[config.mk]
export PLATFORM = sky130hd
export DESIGN_NAME = spim_port
export DESIGN_NICKNAME = d
export VERILOG_FILES = /design/src/logic/spim_pkg.sv /design/src/logic/spim_rate_gen.sv /design/src/logic/spim_shifter.sv /design/src/logic/spim_port.sv
export SDC_FILE = /design/constraint.sdc
export NUM_CORES = 1
export LEC_CHECK = 0
export BUFFER_PORTS_ARGS = -buffer_cell sky130_fd_sc_hd__buf_4
export CAP_MARGIN = 20
export CORE_MARGIN = 10
export CORE_UTILIZATION = 30
export CTS_BUF_LIST = sky130_fd_sc_hd__clkbuf_4 sky130_fd_sc_hd__clkbuf_8
export CTS_CLUSTER_SIZE = 14
export DETAILED_ROUTE_END_ITERATION = 8
export PLACE_DENSITY = 0.57
export SLEW_MARGIN = 20
export SYNTH_ARGS = -nofsm -noshare
export SYNTH_HDL_FRONTEND = slang
export SYNTH_SLANG_ARGS = --single-unit
[constraint.sdc]
create_clock -name pclk -period 2.3 [get_ports pclk]
set_input_delay 0.46 -clock pclk [delete_from_list [all_inputs] [get_ports pclk]]
set_output_delay 0.46 -clock pclk [all_outputs]
set_load 0.01 [all_outputs]
[src/logic/spim_pkg.sv]
// Shared constants and types for the serial peripheral port
`default_nettype none

package spim_pkg;

    localparam int unsigned PCLK_HZ   = 20_000_000;
    localparam int unsigned DATA_BITS = 8;

    // Register byte offsets
    localparam logic [7:0] CTRL_OFS = 8'h00;
    localparam logic [7:0] STAT_OFS = 8'h04;
    localparam logic [7:0] BUF_OFS  = 8'h08;
    localparam logic [7:0] FLAG_OFS = 8'h0c;
    localparam logic [7:0] PIN_OFS  = 8'h10;

    // Field positions
    localparam int unsigned CTRL_COLL_BIT = 7;
    localparam int unsigned CTRL_EN_BIT   = 5;
    localparam int unsigned CTRL_CPOL_BIT = 4;
    localparam int unsigned CTRL_MODE_LSB = 0;
    localparam int unsigned STAT_PHS_BIT  = 7;
    localparam int unsigned STAT_CKE_BIT  = 6;
    localparam int unsigned STAT_FULL_BIT = 0;
    localparam int unsigned FLAG_IF_BIT   = 0;
    localparam int unsigned PIN_SDO_BIT   = 0;

    // Reset values
    localparam logic [7:0] CTRL_RST = 8'h00;
    localparam logic [7:0] STAT_RST = 8'h00;
    localparam logic [7:0] PIN_RST  = 8'h00;
    localparam logic [7:0] BUF_RST  = 8'h00;

    // Bit clock dividers of the oscillator
    localparam int unsigned DIV_FAST = 4;
    localparam int unsigned DIV_MID  = 16;
    localparam int unsigned DIV_SLOW = 64;
    localparam logic [5:0]  HALF_FAST = 6'(DIV_FAST / 2);
    localparam logic [5:0]  HALF_MID  = 6'(DIV_MID / 2);
    localparam logic [5:0]  HALF_SLOW = 6'(DIV_SLOW / 2);

    // Half-bit events per byte
    localparam logic [4:0] LAST_EVT  = 5'(2 * DATA_BITS);
    localparam logic [4:0] SLAVE_END = 5'(2 * DATA_BITS - 1);

    typedef enum logic [3:0] {
        MODE_M_DIV4  = 4'b0000,
        MODE_M_DIV16 = 4'b0001,
        MODE_M_DIV64 = 4'b0010,
        MODE_M_TIMER = 4'b0011,
        MODE_S_SEL   = 4'b0100,
        MODE_S_NOSEL = 4'b0101
    } spim_mode_e;

    typedef enum logic {
        ST_IDLE  = 1'b0,
        ST_SHIFT = 1'b1
    } spim_state_e;

    function automatic logic [5:0] spim_half(input logic [1:0] sel);
        logic [5:0] h;
        h = HALF_FAST;
        case (sel)
            2'b01:   h = HALF_MID;
            2'b10:   h = HALF_SLOW;
            default: h = HALF_FAST;
        endcase
        return h;
    endfunction : spim_half

endpackage : spim_pkg

`default_nettype wire

[src/logic/spim_rate_gen.sv]
// Half-bit enable pulse generator for master bit clock
`default_nettype none

module spim_rate_gen
    import spim_pkg::*;
(
    input  wire logic       pclk,
    input  wire logic       presetn,
    input  wire logic       run,
    input  wire logic [1:0] rate_sel,
    input  wire logic       timer_tick,
    output logic            half_tick
);

    logic [5:0] cnt_reg;
    logic [5:0] half_w;
    logic       wrap_w;

    assign half_w = spim_half(rate_sel);
    assign wrap_w = (cnt_reg == half_w - 6'h01);

    // Timer source: one half bit per timer pulse gives timer/2
    always_ff @(posedge pclk or negedge presetn)
    begin
        if (!presetn)
        begin
            cnt_reg   <= 6'h00;
            half_tick <= 1'b0;
        end
        else if (!run)
        begin
            cnt_reg   <= 6'h00;
            half_tick <= 1'b0;
        end
        else if (rate_sel == 2'b11)
        begin
            cnt_reg   <= 6'h00;
            half_tick <= timer_tick;
        end
        else
        begin
            cnt_reg   <= wrap_w ? 6'h00 : cnt_reg + 6'h01;
            half_tick <= wrap_w;
        end
    end

endmodule : spim_rate_gen

`default_nettype wire

[src/logic/spim_shifter.sv]
// Serial shift register, reached only through the transfer buffer
`default_nettype none

module spim_shifter #(
    parameter int unsigned W = 8
) (
    input  wire logic         pclk,
    input  wire logic         presetn,
    input  wire logic         load,
    input  wire logic [W-1:0] load_data,
    input  wire logic         shift,
    input  wire logic         shift_in,
    output logic [W-1:0]      data
);

    // Msb leaves first, new bit enters at the lsb
    always_ff @(posedge pclk or negedge presetn)
    begin
        if (!presetn)
            data <= '0;
        else if (load)
            data <= load_data;
        else if (shift)
            data <= {data[W-2:0], shift_in};
    end

endmodule : spim_shifter

`default_nettype wire

[src/logic/spim_port.sv]
// Byte-wide serial peripheral port with APB register access
//
// Notes on behaviour
// - Every transfer moves eight bits out and eight in through one shifter.
// - Bits travel msb first both ways; the master makes all clocks.
// - Master mode: writing the buffer starts a transfer at once.
// - After bit eight the byte enters the buffer; full and irq flags set.
// - Buffer write during a transfer is dropped and sets the collision flag.
// - Reading the buffer clears the full flag; only reception sets it.
// - The shifter is hidden; software reaches it only through the buffer.
// - Enabled master owns data-in as input, data-out and clock as outputs.
// - Master bit clock is clock/4, /16, /64 or period timer/2.
// - Clock idle polarity sets the idle level of the clock output.
// - Edge select set puts data out before the first clock edge.
// - In master mode the sample phase picks middle or end of the data output time.
// - With data-out disabled, data-in still shifts at the set rate.
// - Sleep in master mode freezes the transfer; it resumes on wake.
// - Slave mode shifts only on clock edges from the external master.
// - Modes: 0000..0011 master rates, 0100 slave with select, 0101 without.
// - Idle polarity one idles the clock high, zero idles it low.
// - Edge select one: data stable on rising edge if idle low; else inverted.
// - In master mode sample phase one samples at end of output time, zero at middle.
`default_nettype none

module spim_port
    import spim_pkg::*;
#(
    parameter int unsigned AW = 8
) (
    input  wire logic          pclk,
    input  wire logic          presetn,
    input  wire logic          psel,
    input  wire logic          penable,
    input  wire logic          pwrite,
    input  wire logic [AW-1:0] paddr,
    input  wire logic [31:0]   pwdata,
    output logic [31:0]        prdata,
    output logic               pready,
    output logic               pslverr,
    input  wire logic          sleep_req,
    input  wire logic          timer_tick,
    input  wire logic          sck_i,
    output logic               sck_o,
    output logic               sck_oe,
    output logic               sdo_o,
    output logic               sdo_oe,
    input  wire logic          sdi_i,
    input  wire logic          ss_n_i
);

    ////////////////////////////////////////////////////////////////////////
    // State

    spim_state_e state_reg;
    logic [3:0]  mode_reg;
    logic        cpol_reg;
    logic        en_reg;
    logic        coll_reg;
    logic        phs_reg;
    logic        cke_reg;
    logic        full_reg;
    logic        if_reg;
    logic        sdo_off_reg;
    logic [7:0]  buf_reg;
    logic [4:0]  q_reg;
    logic        samp_reg;
    logic        phase_reg;
    logic        sck_prev_reg;
    logic [7:0]  sr_data;
    logic        rate_tick;

    ////////////////////////////////////////////////////////////////////////
    // Bus decode

    logic        acc_w;
    logic        wr_w;
    logic        rd_w;
    logic        hit_ctrl;
    logic        hit_stat;
    logic        hit_buf;
    logic        hit_flag;
    logic        hit_pin;
    logic        mapped_w;
    logic [7:0]  rd_mux;
    logic [7:0]  ofs_w;

    assign ofs_w    = 8'(paddr);
    assign acc_w    = psel & penable & pready;
    assign wr_w     = acc_w & pwrite;
    assign rd_w     = acc_w & ~pwrite;
    assign hit_ctrl = (ofs_w == CTRL_OFS);
    assign hit_stat = (ofs_w == STAT_OFS);
    assign hit_buf  = (ofs_w == BUF_OFS);
    assign hit_flag = (ofs_w == FLAG_OFS);
    assign hit_pin  = (ofs_w == PIN_OFS);
    assign mapped_w = hit_ctrl | hit_stat | hit_buf | hit_flag | hit_pin;

    assign rd_mux =
        hit_ctrl ? {coll_reg, 1'b0, en_reg, cpol_reg, mode_reg} :
        hit_stat ? {phs_reg, cke_reg, 5'h00, full_reg} :
        hit_buf  ? buf_reg :
        hit_flag ? {7'h00, if_reg} :
        hit_pin  ? {7'h00, sdo_off_reg} : 8'h00;

    ////////////////////////////////////////////////////////////////////////
    // Mode and event decode

    logic        master_w;
    logic        slave_w;
    logic        ss_hold_w;
    logic        busy_w;
    logic        started_w;
    logic        buf_wr_w;
    logic        start_w;
    logic        slave_load_w;
    logic        collide_w;
    logic        sck_edge_w;
    logic        tick_w;
    logic        mid_w;
    logic        end_w;
    logic        slave_last_w;
    logic        done_w;
    logic        shift_w;
    logic        shift_in_w;
    logic        toggle_w;
    logic        abort_w;
    logic        arm_w;
    logic [4:0]  q_start_w;
    logic [7:0]  rx_byte_w;

    assign master_w  = (mode_reg[3:2] == 2'b00);
    assign slave_w   = (mode_reg == MODE_S_SEL) |
                       (mode_reg == MODE_S_NOSEL);
    assign ss_hold_w = (mode_reg == MODE_S_SEL) & ss_n_i;
    assign abort_w   = ~en_reg | ss_hold_w | ~(master_w | slave_w);
    assign busy_w    = (state_reg == ST_SHIFT);
    assign q_start_w = {4'h0, cke_reg};
    assign started_w = busy_w & (master_w | (q_reg != q_start_w));

    assign buf_wr_w     = wr_w & hit_buf;
    assign collide_w    = buf_wr_w & started_w;
    assign start_w      = buf_wr_w & ~busy_w & en_reg & master_w;
    assign slave_load_w = buf_wr_w & ~started_w & en_reg & slave_w;
    // Slave waits armed so an early external clock is not missed
    assign arm_w        = ~busy_w & en_reg & slave_w & ~ss_hold_w;

    // Slave edges count only while armed; pins are clock-synchronous
    assign sck_edge_w = slave_w & busy_w & (sck_i != sck_prev_reg);
    assign tick_w     = master_w ? (rate_tick & busy_w) : sck_edge_w;

    // Even count from two up ends a data output time, odd count is its middle
    assign mid_w        = tick_w & q_reg[0];
    assign end_w        = tick_w & ~q_reg[0] & (q_reg >= 5'h02);
    assign slave_last_w = slave_w & tick_w & (q_reg == SLAVE_END);
    assign done_w       = (tick_w & (q_reg == LAST_EVT)) | slave_last_w;
    assign shift_w      = end_w | slave_last_w;
    assign shift_in_w   = ((phs_reg & master_w) | slave_last_w) ?
                          sdi_i : samp_reg;
    assign rx_byte_w    = {sr_data[6:0], shift_in_w};
    // No clock edge on the trailing end-sample event when edge select is 0
    assign toggle_w     = master_w & tick_w &
                          ~((q_reg == LAST_EVT) & ~cke_reg);

    ////////////////////////////////////////////////////////////////////////
    // Bit rate and shifter

    spim_rate_gen u_rate (
        .pclk       (pclk),
        .presetn    (presetn),
        .run        (busy_w & master_w & ~sleep_req & ~abort_w),
        .rate_sel   (mode_reg[1:0]),
        .timer_tick (timer_tick),
        .half_tick  (rate_tick)
    );

    spim_shifter #(
        .W (DATA_BITS)
    ) u_shift (
        .pclk      (pclk),
        .presetn   (presetn),
        .load      (start_w | slave_load_w),
        .load_data (pwdata[7:0]),
        .shift     (shift_w & ~abort_w),
        .shift_in  (shift_in_w),
        .data      (sr_data)
    );

    ////////////////////////////////////////////////////////////////////////
    // Transfer sequencer

    spim_state_e state_next;
    logic [4:0]  q_next;

    always_comb
    begin
        state_next = state_reg;
        q_next     = q_reg;
        case (state_reg)
            ST_IDLE:
            begin
                if (start_w | arm_w)
                begin
                    state_next = ST_SHIFT;
                    q_next     = q_start_w;
                end
            end
            ST_SHIFT:
            begin
                if (abort_w)
                begin
                    state_next = ST_IDLE;
                    q_next     = 5'h00;
                end
                else if (done_w)
                begin
                    state_next = ST_IDLE;
                    q_next     = 5'h00;
                end
                else if (tick_w)
                    q_next = q_reg + 5'h01;
            end
            default:
            begin
                state_next = ST_IDLE;
                q_next     = 5'h00;
            end
        endcase
    end

    always_ff @(posedge pclk or negedge presetn)
    begin
        if (!presetn)
        begin
            state_reg <= ST_IDLE;
            q_reg     <= 5'h00;
        end
        else
        begin
            state_reg <= state_next;
            q_reg     <= q_next;
        end
    end

    // Middle-of-bit sample held until the shift at end of bit
    always_ff @(posedge pclk or negedge presetn)
    begin
        if (!presetn)
            samp_reg <= 1'b0;
        else if (mid_w)
            samp_reg <= sdi_i;
    end

    // Clock phase: an even edge count returns it to idle by itself
    always_ff @(posedge pclk or negedge presetn)
    begin
        if (!presetn)
            phase_reg <= 1'b0;
        else if (abort_w | ~busy_w)
            phase_reg <= 1'b0;
        else if (toggle_w)
            phase_reg <= ~phase_reg;
    end

    ////////////////////////////////////////////////////////////////////////
    // Software registers

    always_ff @(posedge pclk or negedge presetn)
    begin
        if (!presetn)
        begin
            mode_reg    <= CTRL_RST[3:0];
            cpol_reg    <= CTRL_RST[CTRL_CPOL_BIT];
            en_reg      <= CTRL_RST[CTRL_EN_BIT];
            phs_reg     <= STAT_RST[STAT_PHS_BIT];
            cke_reg     <= STAT_RST[STAT_CKE_BIT];
            sdo_off_reg <= PIN_RST[PIN_SDO_BIT];
        end
        else if (wr_w)
        begin
            if (hit_ctrl)
            begin
                mode_reg <= pwdata[CTRL_MODE_LSB +: 4];
                cpol_reg <= pwdata[CTRL_CPOL_BIT];
                en_reg   <= pwdata[CTRL_EN_BIT];
            end
            if (hit_stat)
            begin
                phs_reg <= pwdata[STAT_PHS_BIT];
                cke_reg <= pwdata[STAT_CKE_BIT];
            end
            if (hit_pin)
                sdo_off_reg <= pwdata[PIN_SDO_BIT];
        end
    end

    // Set beats clear on every hardware flag
    always_ff @(posedge pclk or negedge presetn)
    begin
        if (!presetn)
        begin
            coll_reg <= 1'b0;
            full_reg <= 1'b0;
            if_reg   <= 1'b0;
        end
        else
        begin
            if (collide_w)
                coll_reg <= 1'b1;
            else if (wr_w & hit_ctrl & ~pwdata[CTRL_COLL_BIT])
                coll_reg <= 1'b0;
            if (done_w & ~abort_w)
                full_reg <= 1'b1;
            else if (rd_w & hit_buf)
                full_reg <= 1'b0;
            if (done_w & ~abort_w)
                if_reg <= 1'b1;
            else if (wr_w & hit_flag & pwdata[FLAG_IF_BIT])
                if_reg <= 1'b0;
        end
    end

    // Collided writes never reach the buffer
    always_ff @(posedge pclk or negedge presetn)
    begin
        if (!presetn)
            buf_reg <= BUF_RST;
        else if (done_w & ~abort_w)
            buf_reg <= rx_byte_w;
        else if (buf_wr_w & ~collide_w)
            buf_reg <= pwdata[7:0];
    end

    ////////////////////////////////////////////////////////////////////////
    // APB answer: one wait cycle, all outputs registered

    always_ff @(posedge pclk or negedge presetn)
    begin
        if (!presetn)
        begin
            pready  <= 1'b0;
            pslverr <= 1'b0;
            prdata  <= 32'h0000_0000;
        end
        else
        begin
            pready  <= psel & penable & ~pready;
            pslverr <= psel & penable & ~pready & ~mapped_w;
            if (psel & penable & ~pready & ~pwrite)
                prdata <= {24'h00_0000, rd_mux};
        end
    end

    ////////////////////////////////////////////////////////////////////////
    // Pin drive

    always_ff @(posedge pclk or negedge presetn)
    begin
        if (!presetn)
        begin
            sck_o        <= 1'b0;
            sck_oe       <= 1'b0;
            sdo_o        <= 1'b0;
            sdo_oe       <= 1'b0;
            sck_prev_reg <= 1'b0;
        end
        else
        begin
            sck_o        <= cpol_reg ^
                            (toggle_w ? ~phase_reg : phase_reg);
            sck_oe       <= en_reg & master_w;
            sdo_o        <= (start_w | slave_load_w) ? pwdata[7] :
                            shift_w ? sr_data[6] : sr_data[7];
            sdo_oe       <= en_reg & ~sdo_off_reg & ~ss_hold_w &
                            (master_w | slave_w);
            sck_prev_reg <= sck_i;
        end
    end

endmodule : spim_port

`default_nettype wire

# After elaboration in Yosys (flattened, before gate mapping)
# Cells that the tools add are included.
[word_totals]
ff_bits = 58
input_bits = 50
wordCells = 173
[op_classes]
n_addsub = 3
magnitude_cmp = 1
n_eq_ne = 16
n_mux = 36
bitwise = 81
reduce_logical = 11
[op_table]
columns = ["op", "n"]
rows = [
  ["2-to-1 mux 8 bit", 7],
  ["bitwise AND 1 bit", 48],
  ["2-to-1 mux 5 bit", 4],
  ["2-to-1 mux 1 bit", 19],
  ["2-to-1 mux 6 bit", 3],
  ["inverter 1 bit", 17],
  ["equality test 8 x 4 -> 1 bit, second input constant", 2],
  ["OR 1 bit", 15],
  ["case mux 6 bit (2 select lines)", 1],
  ["case mux 5 bit (2 select lines)", 1],
  ["nonzero test 2 bit", 5],
  ["equality test 4 x 3 -> 1 bit, second input constant", 2],
  ["equality test 8 x 3 -> 1 bit, second input constant", 1],
  ["equality test 8 x 5 -> 1 bit, second input constant", 1],
  ["logical NOT 8 bit", 1],
  ["AND reduction 2 bit", 4],
  ["adder 6 x 1 -> 6 bit, second input constant", 1],
  ["equality test 6 bit", 1],
  ["subtractor 6 x 1 -> 6 bit, second input constant", 1],
  ["adder 5 x 1 -> 5 bit, second input constant", 1],
  ["equality test 5 x 4 -> 1 bit, second input constant", 1],
  ["equality test 5 bit, second input constant", 1],
  ["greater-or-equal comparator 5 x 2 -> 1 bit, second input constant", 1],
  ["inequality test 5 x 1 -> 1 bit", 1],
  ["other kinds (8)", 9],
]

# Depth between registers and ports, before layout
# Gate-level depths: netlist of run 1.
[logic_depth]
depth_word = 11
mapped_depth = 8

# Cells and area by module
# From an unflattened synthesis of run 1, not the netlist that was laid out.
[unflattened]
hier_cells = 325
hier_area_um2 = 3290.7
[by_module_without_submodules]
columns = ["mod", "instances", "cells_each", "area_per_inst_um2"]
rows = [
  ["spim_port", 1, 249, 2434.8],
  ["spim_rate_gen", 1, 42, 483.0],
  ["spim_shifter", 1, 34, 372.9],
]

# Worst setup path after synthesis of run 1
# Ideal clock, no wire load.
[synth_timing]
path_type = "reg2reg"
from = "register q_reg[2]"
to = "register buf_reg[0]"
arrival_time_ps = 2026
required_time_ps = 2175
setup_slack_ps = 149
path_stages_with_launch = 7
cell_sequence = "dfrtp_1 > or4_4 > o31ai_4 > and2_4 > buf_12 > mux2_4 > mux2_2"
[synth_via]
elab_chain_len = 7
word_cells_on_any_way = 16
cone_classes = "3 x eq/ne; 2 x mux; 10 x bitwise; 1 x reduce/logical"
[synth_lines]
columns = ["element", "line", "text"]
rows = [
  ["start, declared", "spim_port.sv:65", "logic [4:0] q_reg;"],
  ["start signal, assigned", "spim_port.sv:240", "q_reg <= q_next;"],
  ["inequality test 5 x 1 -> 1 bit", "spim_port.sv:138", "assign started_w = busy_w & (master_w | (q_reg != q_start_w));"],
  ["OR 1 bit", "spim_port.sv:138", ""],
  ["bitwise AND 1 bit", "spim_port.sv:138", ""],
  ["bitwise AND 1 bit", "spim_port.sv:141", "assign collide_w = buf_wr_w & started_w;"],
  ["inverter 1 bit", "spim_port.sv:329", "else if (buf_wr_w & ~collide_w)"],
  ["bitwise AND 1 bit", "spim_port.sv:329", ""],
  ["nonzero test 2 bit (no line)", "-", ""],
  ["end signal, assigned", "spim_port.sv:328", "buf_reg <= rx_byte_w;"],
  ["end signal, assigned", "spim_port.sv:330", "buf_reg <= pwdata[7:0];"],
  ["end, declared", "spim_port.sv:64", "logic [7:0] buf_reg;"],
]
# Several ways; a longest one is shown, not always the timed one.
# A chain may end at the register's enable or synchronous reset.

# Final worst setup path of run 1
[layout_timing]
from = "register q_reg[1]"
to = "register buf_reg[1]"
# The elaborated chain is that of the path after synthesis.

==> results of run 1 <==
cells in the mapped netlist (3+ instances only):
library cell / number
sky130_fd_sc_hd__a21oi_1: 11
sky130_fd_sc_hd__nand2b_1: 5
sky130_fd_sc_hd__o21ai_0: 9
sky130_fd_sc_hd__or4_1: 3
sky130_fd_sc_hd__and4_1: 4
sky130_fd_sc_hd__xnor2_1: 7
sky130_fd_sc_hd__buf_2: 5
sky130_fd_sc_hd__xor2_1: 5
sky130_fd_sc_hd__nand3_1: 8
sky130_fd_sc_hd__ha_1: 9
sky130_fd_sc_hd__nor2b_1: 4
sky130_fd_sc_hd__a31oi_1: 4
sky130_fd_sc_hd__nor2_1: 39
sky130_fd_sc_hd__mux2_4: 8
sky130_fd_sc_hd__buf_4: 24
sky130_fd_sc_hd__a221oi_1: 5
sky130_fd_sc_hd__inv_1: 9
sky130_fd_sc_hd__nand2_1: 15
sky130_fd_sc_hd__mux2_2: 18
sky130_fd_sc_hd__dfrtp_1: 58
sky130_fd_sc_hd__o31ai_1: 3
sky130_fd_sc_hd__mux2i_1: 12
cells by family (layout without fill, tap and decap cells):
kind of cell               Yosys count  after routing
AOI/OAI and AO/OA                   52             52
muxes                               39             39
and+or+nand+nor                    104            104
DFF                                 58             58
adders and majority gates            9              9
buffers and inverters               41             87
other                                1             24
xor gates and xnor gates            12             12
where the power goes:
part	leakage, uW	switching (uW)	internal [uW]
clock	0.000109	406	594
combinational	0.00109	104	71.5
sequential	0.000795	11.9	1040
stage by stage:
stage / setup TNS, ns / hold WS [ns]
floorplan: 0 / 0.164
global placement: 0 / 0.459
detailed placement: 0 / 0.464
CTS: 0 / 0.208
global route: -0.00304 / 0.236
finish: 0 / 0.185
how the worst min path moves through the flow:
| stage | start | end | slack [ns] | cells after the start |
|---|---|---|---|---|
| finish | presetn | u_rate.cnt_reg[0] | 0.18 | 1 |
| global route | presetn | u_rate.cnt_reg[1] | 0.24 | 1 |
| CTS | presetn | u_rate.cnt_reg[0] | 0.21 | 1 |
| detailed placement | if_reg | if_reg | 0.46 | 1 |
| global placement | if_reg | if_reg | 0.46 | 1 |
| floorplan | presetn | buf_reg[0] | 0.16 | 0 |
final cells by class:
type                       count  area, um2  share of cell area
tap                          140        175              0.0426
multi-input combinational    240       1760               0.428
sequential                    58       1450               0.353
clock inverter                 2       35.0             0.00852
clock buffer                  13        173              0.0420
inverter                       9       33.8             0.00822
timing repair buffer          63        483               0.117
timing repair:
| item | in CTS | in global routing |
|---|---|---|
| resized for setup | 0 | 10 |
| gates cloned | 0 | 1 |
| pin swaps | 0 | 1 |
| setup endpoints to repair | 1 | 10 |
| setup buffers | 1 | 2 |
worst max-delay path: stages, from the launching register on:
cell and delay (ns):
sky130_fd_sc_hd__dfrtp_1 0.40, sky130_fd_sc_hd__buf_4 0.14, sky130_fd_sc_hd__or4_4 0.45, sky130_fd_sc_hd__o31ai_4 0.26, sky130_fd_sc_hd__and2_4 0.29, sky130_fd_sc_hd__mux2_4 0.31
sky130_fd_sc_hd__mux2_2 0.26
layer usage:
layer | vias to the layer above | track usage
met2 | 55 | 0.164
met3 | 12 | 0.0373
met5 | - | 0
met4 | 0 | 0.0325
met1 | 1223 | 0.132
li1 | 1215 | -
==> impl.org, run 1 <==
** Outcome
- The run finished with clean final reports.

** Route
- Detailed Route Iter0 Violations :: 88
- Met2 Wirelength :: 3920 um
- Top layer used by detailed routing :: met4
- Drt wl/cell :: 15.8 um
- Via count :: 2,505
- Wire segments on met3 add up to 492 um in the final route.
- Overall routed net length :: 8320 um
- Once detail routing completed, the nets flagged for antenna violations numbered 0.
- DR vias/cell :: 4.77
- For this run, design rule violations remaining after detail routing come to 0.
- After detailed routing, the wire length on met1 is 3800 um.
- The first detailed-routing pass ran for 4 iterations.

** Worst setup path
- Worst r2r src :: q_reg[1]
- STA puts the critical path data required time at 2.52 ns.
- Depth of the most critical reg-to-reg path :: 6
- Worst setup SP type :: flip-flop
- For flop-to-flop paths, the worst setup slack is 0.06 ns.
- Crit path to :: buf_reg[1]
- STA puts the critical path data arrival time at 2.46 ns.
- The worst register-to-register path ends at buf_reg[1].
- STA classifies the critical path endpoint as a flip-flop.
- Along the worst path, the maximum fanout reaches 8.
- The worst setup path is of the reg -> reg kind.
- The critical path starts at q_reg[1].

** Die
- The floorplan step defined a core boundary enclosing 10,900 um2.
- In this run the vertical extent of the chip is 126 um.
- The initial utilization of the core area, before any placement, comes to 0.308.
- In this run the horizontal extent of the chip is 126 um.
- Ports placed on the boundary :: 88
- The floorplan step defined a die boundary enclosing 15,800 um2.
- The floorplan has 38 rows.

** Clock network
- CTS built an H-tree with a depth of 3.
- Clock input transition at the sequential cells of the worst setup and hold paths :: 0.06 ns
- Clock tree synthesis inserted a total of 9 buffers.
- TritonCTS built the clock tree.
- Num Clock Sinks :: 58
- The number of hold buffers added after CTS was 0.
- Clock root buffer :: sky130_fd_sc_hd__clkbuf_8
- Worst-skew pair later-pin latency :: 0.34 ns
- No sink is reached through more buffers than the 2 on the longest clock path.

** Logic synthesis
- Of the total synthesized cell area, the portion taken by AND, OR, NAND and NOR gates is 0.169.
- Dominant register cell in the synthesized netlist :: sky130_fd_sc_hd__dfrtp_1
- Flop and latch count out of synthesis :: 58
- Of the total synthesized cell area, the portion taken by XOR and XNOR cells is 0.0314.
- Ranked by total cell area, the synthesized netlist is headed by sky130_fd_sc_hd__dfrtp_1, sky130_fd_sc_hd__mux2_2, sky130_fd_sc_hd__buf_4.
- Portion of netlist area occupied by mux cells :: 0.139
- In this run, distinct cell masters in the synthesized netlist total 61.
- The largest total area in the synthesized netlist belongs to sky130_fd_sc_hd__dfrtp_1.
- Cells after synthesis :: 316
- Of the post-synthesis cell area, the dominant cell type holds 0.433.
- The complex-gate fraction of the synthesized area is 0.113.
- Synthesized area divided by synthesized cell count :: 10.6 um2
- Mapped Area :: 3350 um2
- Synthesis Warnings :: 0
- Of the total synthesized cell area, the portion taken by full adders, half adders and majority gates is 0.0336.
- Of all flip-flops after synthesis, the portion carrying an async set or reset was 1.00.
- By area, the combinational part of the netlist is dominated by simple AND/OR/NAND/NOR gates.
- Of the synthesized area, sequential elements account for 0.433.
- Number of enable-type register cells in the synthesized netlist :: 0

** Timing
- Final count of negative-setup-slack endpoints :: 0
- The worst path in the final design needs a cycle of 2.24 ns, including I/O delays and setup.
- Tightest Pin Transition :: 0.751 ns
- The total count of hold-check failures in the final report is 0.
- The number of pins exceeding their max-slew limit in the final report is 0.
- Measured against its own limit, the worst slew margin works out to 0.499.
- Max Freq :: 446 MHz
- Of the available clock period, the critical path in the final layout requires 0.975.
- Worst Skew :: 0.0121 ns
- After layout, the worst setup slack is 0.0583 ns.

** Layout
- Compared with the post-synthesis result, the final layout area differs by 22.8%.
- Leaving out filler cells and counting taps, the final layout contains 525.
- The finished cells cover 4110 um2.
- The layout has 1,103 filler cells.
- The number of antenna diodes in the final layout is 0.
- Fraction of final layout cells with drive strength greater than 1 :: 0.325
- Leaving out fill and tap cells, the most frequent cell in the layout is sky130_fd_sc_hd__buf_4.
- In the layout the commonest cells are sky130_fd_sc_hd__buf_4, sky130_fd_sc_hd__dfrtp_1, sky130_fd_sc_hd__nor2_1.
- Final Core Density :: 0.378
- The net count of the finished layout is 440.

** GRT
- Overall Global Routing Usage :: 0.105
- The number of antenna violations at the first check in global routing is 0.
- The first global-routing pass estimated 13,600 um of wire.
- Largest net degree at the start of global routing :: 59
- The via count of the first global-routing pass is 2,576.
- Total global routing overflow :: 0

** Power and ir drop
- Reported leakage power :: 0.00200 uW
- Dividing total power by cell area gives a power density of 542 nW/um2.
- IR drop worst, VDD :: 0.272 mV
- The completed layout was analyzed and its total power is 2230 uW.

** Place
- Before CTS, the worst setup slack after placement is 0.0261 ns.
- GPL Wtd Cong :: 0.847
- Once detailed placement completed, the half-perimeter wirelength came to 6250 um.
- IO Port Bufs :: 39
- Post-DP Area :: 3830 um2
- After detailed placement, the design holds a cell count of 506.

** Worst hold path
- Path class of the lowest-slack min-delay path :: in -> async

** Flow run
- Max-cap violations :: 0
Power figures use the tool's default switching activity.
==> run 2: changes to the inputs <==
--- a/config.mk
+++ b/config.mk
@@ -16,4 +16,5 @@
 export SLEW_MARGIN = 20
 export SYNTH_ARGS = -nofsm -noshare
 export SYNTH_HDL_FRONTEND = slang
+export SYNTH_HIERARCHICAL = 1
 export SYNTH_SLANG_ARGS = --single-unit
==> run 2 against run 1 <==
Non-clock buffer count grew 6. Final area increased by 0.21%. Combinational power hardly changed. Sequential power is essentially flat. Clock skew fell by 0.0020 ns. Die area fell by 1.5%. First-iteration DRC count rose by 74%. Global-route usage decreased by 0.15 points. Count of clock-buffer cells in the layout down 2. Utilization rose by 0.41 points.
==> impl.org, run 2 <==
** Place
- Including well taps, the total number of placed cells is 524.
- GPL Wtd Cong :: 0.816
- Buffers placed on the I/O ports in this run total 39.
- Estimated wirelength of the detail-placed design :: 6070 um

** Layout
- The finished layout holds 538 standard cells, fillers aside.
- Fraction of final layout cells with drive strength greater than 1 :: 0.302
- Final Core Density :: 0.382
- The repair_antennas step left the layout with diodes totalling 0.
- Most common cell after layout, fill and taps aside :: sky130_fd_sc_hd__buf_4
- Net total in the final layout :: 452
- Compared with the post-synthesis result, the final layout area differs by 25.2%.
- Most used cells in the layout excluding fill and tap cells :: sky130_fd_sc_hd__buf_4, sky130_fd_sc_hd__dfrtp_1, sky130_fd_sc_hd__nand2_1

** Route
- Met3 wire length :: 385 um
- Via count :: 2,563
- The detail route stage leaves a number of antenna-violating nets equal to 0.
- Overall routed net length :: 8110 um
- First-pass DRT Iterations :: 4
- The highest metal layer carrying signal wires in the routed design is met4.
- Length of routed wiring on met1 :: 3810 um
- In this run, the number of DRC markers left after iteration 0 of detailed routing was 153.
- In the final routed layout, each cell accounts on average for 15.1 um.
- For this run, design rule violations remaining after detail routing come to 0.
- Dividing the detail-routed via count by the number of cells gives 4.76.
- Met2 Wirelength :: 3840 um

** Power and ir drop
- The share of total power dissipated in sequential elements is 0.467.
- Net switching power :: 499 uW
- Cell Int Power :: 1750 uW
- The analysis attributes to cell leakage a power of 0.00192 uW.
- Power spread over the standard cell area amounts to 547 nW/um2.
- Of the total power, the share spent switching nets is 0.221.
- Across the VDD grid, the largest voltage drop is 0.294 mV.
- Proportion of power drawn by combinational gates :: 0.079
- Of the total power, the clock network draws 0.454.

** Timing
- Tightest Pin Transition :: 0.745 ns
- Max Freq :: 440 MHz
- The total count of hold-check failures in the final report was 0.
- Of the available clock period, the critical path in the final layout requires 0.988.
- Worst Skew :: 0.0101 ns
- Final count of negative-setup-slack endpoints :: 0
- Unrepaired setup endpoints after global routing :: yes
- The clock period could shrink to 2.27 ns.
- Relative slew slack :: 0.503
- On the final layout, the worst hold slack is 0.189 ns.
- Number of max-slew violations in the final report :: 0

** Worst setup path
- Most repeated library cell on the critical path :: sky130_fd_sc_hd__mux2_2
- STA classifies the critical path startpoint as a flip-flop.
- Walking the worst path, the cells encountered are ha_2 -> and3_4 -> ha_4 -> or4bb_4 -> o21ai_1 -> mux2_2 -> mux2_2.
- Crit-path max cell delay :: 0.47 ns
- For the worst setup path, the data arrival time is 2.48 ns.
- STA classifies the critical path endpoint as a flip-flop.
- Together, buffers and inverters on the worst path number 0.
- The critical path is of the reg -> reg type.
- Critical path's slowest cell :: sky130_fd_sc_hd__or4bb_4
- Along the worst path, the maximum fanout reaches 4.
- For the worst setup path, the data required time is 2.51 ns.
- The cell family contributing the most delay on the critical path is simple AND/OR/NAND/NOR gates.

** Logic synthesis
- Sequential fraction of the synthesis area :: 0.441
- In the synthesized netlist the async set-or-reset flop fraction comes to 1.00.
- Synthesis handed over a netlist of 325 instances.
- The synthesized netlist occupies a cell area of 3290 um2.
- After synthesis, the cell types taking the most area are sky130_fd_sc_hd__dfrtp_1, sky130_fd_sc_hd__buf_4, sky130_fd_sc_hd__mux2i_1.
- By count the netlist is led by sky130_fd_sc_hd__dfrtp_1, sky130_fd_sc_hd__nand2_1, sky130_fd_sc_hd__buf_4, sky130_fd_sc_hd__o21ai_0.
- In this run, synthesis produced a sequential element count of 58.
- Most used standard cell by instance count after synthesis :: sky130_fd_sc_hd__dfrtp_1
- Synth area leader :: sky130_fd_sc_hd__dfrtp_1
- Number of enable-type register cells in the synthesized netlist :: 0
- During synthesis, Yosys emitted a total of 6 warnings.
- Dividing the synthesized area by the synthesized cell count gives 10.1 um2.
- Among all flip-flop cells after synthesis, the most frequent one is sky130_fd_sc_hd__dfrtp_1.
- Yosys cell types :: 58
- Of the post-synthesis cell area, the dominant cell type holds 0.441.

** GRT
- Entering global routing, the biggest net connects 59 pins.
- The via count of the first global-routing pass was 2,616.
- The first global-routing pass estimated 13,300 um of wire.
- Overall Global Routing Usage :: 0.103
- Number of antenna violations at the first check in global routing :: 0
- After global routing the overflow that remains totals 0.

** Clock network
- Deepest clock path buffer count :: 2
- The later pin in the worst-skew pair is clocked with a latency of 0.33 ns.
- Hold repair after CTS inserted 0 buffers.
- Clock tree synthesis inserted a total of 9 buffers.
- In this run the clock root is driven by a sky130_fd_sc_hd__clkbuf_8.
- The clock net in this run drives a total of 58 sinks.
- Buffers added to address setup during post-CTS repair amount to 0.
- In this run the number of H-tree levels came out at 3.
- TritonCTS built the clock tree.
- Clock input transition at the sequential cells of the worst setup and hold paths :: 0.07 ns

** Flow run
- The tool flagged a number of max-cap violations equal to 0.

** Die
- Site Rows :: 38
- Die width :: 125 um
- Core box area :: 10,800 um2
- Die Area :: 15,600 um2
- For this configuration, the core starts out at a cell density of 0.305.
- Vertical die dimension :: 125 um
- Ports placed on the boundary :: 88

** Outcome
- Outcome :: complete, no violations

** Worst hold path
- The tightest min-delay check is of the in -> async type.
## run 2: cell types whose count changed in the layout (fill, tap and decap cells not counted), moves of 6 or more
cell,previous run,this run
sky130_fd_sc_hd__a22oi_1,0,7
sky130_fd_sc_hd__nand2_1,15,33
sky130_fd_sc_hd__o21ai_0,9,18
sky130_fd_sc_hd__mux2_4,8,2
sky130_fd_sc_hd__o21ai_1,1,9
sky130_fd_sc_hd__nor2_1,38,16
sky130_fd_sc_hd__mux2_2,18,12
sky130_fd_sc_hd__buf_4,61,67
## run 2: cells by family after synthesis
logic type | Yosys count | share of synthesized area
simple gates | 105 | 0.177
buf+inv | 43 | 0.0836
other cells | 1 | 0.00114
xor+xnor | 7 | 0.0236
flops | 58 | 0.441
fa+ha+maj | 7 | 0.0266
mux | 31 | 0.101
compound gates | 73 | 0.146
## run 2: power groups by stage
stage	combinational [uW]	sequential, uW	clock, uW
floorplan	84.4	1080	0
global placement	177	1070	0
detailed placement	179	1070	0
CTS	179	1050	1040
global route	198	1060	1080
finish	177	1050	1020
## run 2: per-layer routing
| metal | track usage | vias up |
|---|---|---|
| met1 | 0.134 | 1243 |
| met4 | 0.0288 | 0 |
| met2 | 0.160 | 54 |
| met3 | 0.0328 | 8 |
| met5 | 0 | - |
| li1 | - | 1258 |
## run 2: metrics by stage
stage	power [uW]	setup slack [ns]	area, um2	setup TNS [ns]
after floorplan	1170	-0.0313	3420	-0.0417
after global placement	1250	-0.0514	3870	-0.0514
after detailed placement	1250	-0.0744	3870	-0.0776
after CTS	2270	0.0292	4080	0
after global routing	2330	-0.0940	4120	-0.418
final	2250	0.0286	4120	0
## run 2: final cells by class
cell class / count / area, um2
clock buffers: 11 / 145
well taps: 140 / 175
multi-input cells: 247 / 1720
fillers: 1065 / 6670
flip-flops and latches: 58 / 1450
repair buffers: 69 / 526
inverters: 10 / 37.5
clock inverters: 3 / 65.1
## run 2: worst paths after layout
check                         start           endpoint  slack (ns)  cells past startpoint
setup reg to reg           q_reg[1]         buf_reg[0]        0.03                      7
hold / removal              presetn  u_rate/cnt_reg[4]        0.19                      1
hold reg to reg              if_reg             if_reg        0.49                      1
min in group pclk             sck_i       sck_prev_reg        0.25                      1
setup / recovery           q_reg[1]         buf_reg[0]        0.03                      7
max in group asynchronous   presetn           coll_reg        1.61                      1
## run 2: repair_timing
action	4_1_cts	5_1_grt
endpoints found under the setup margin	1	9
pin swaps	0	5
resized for setup	1	9
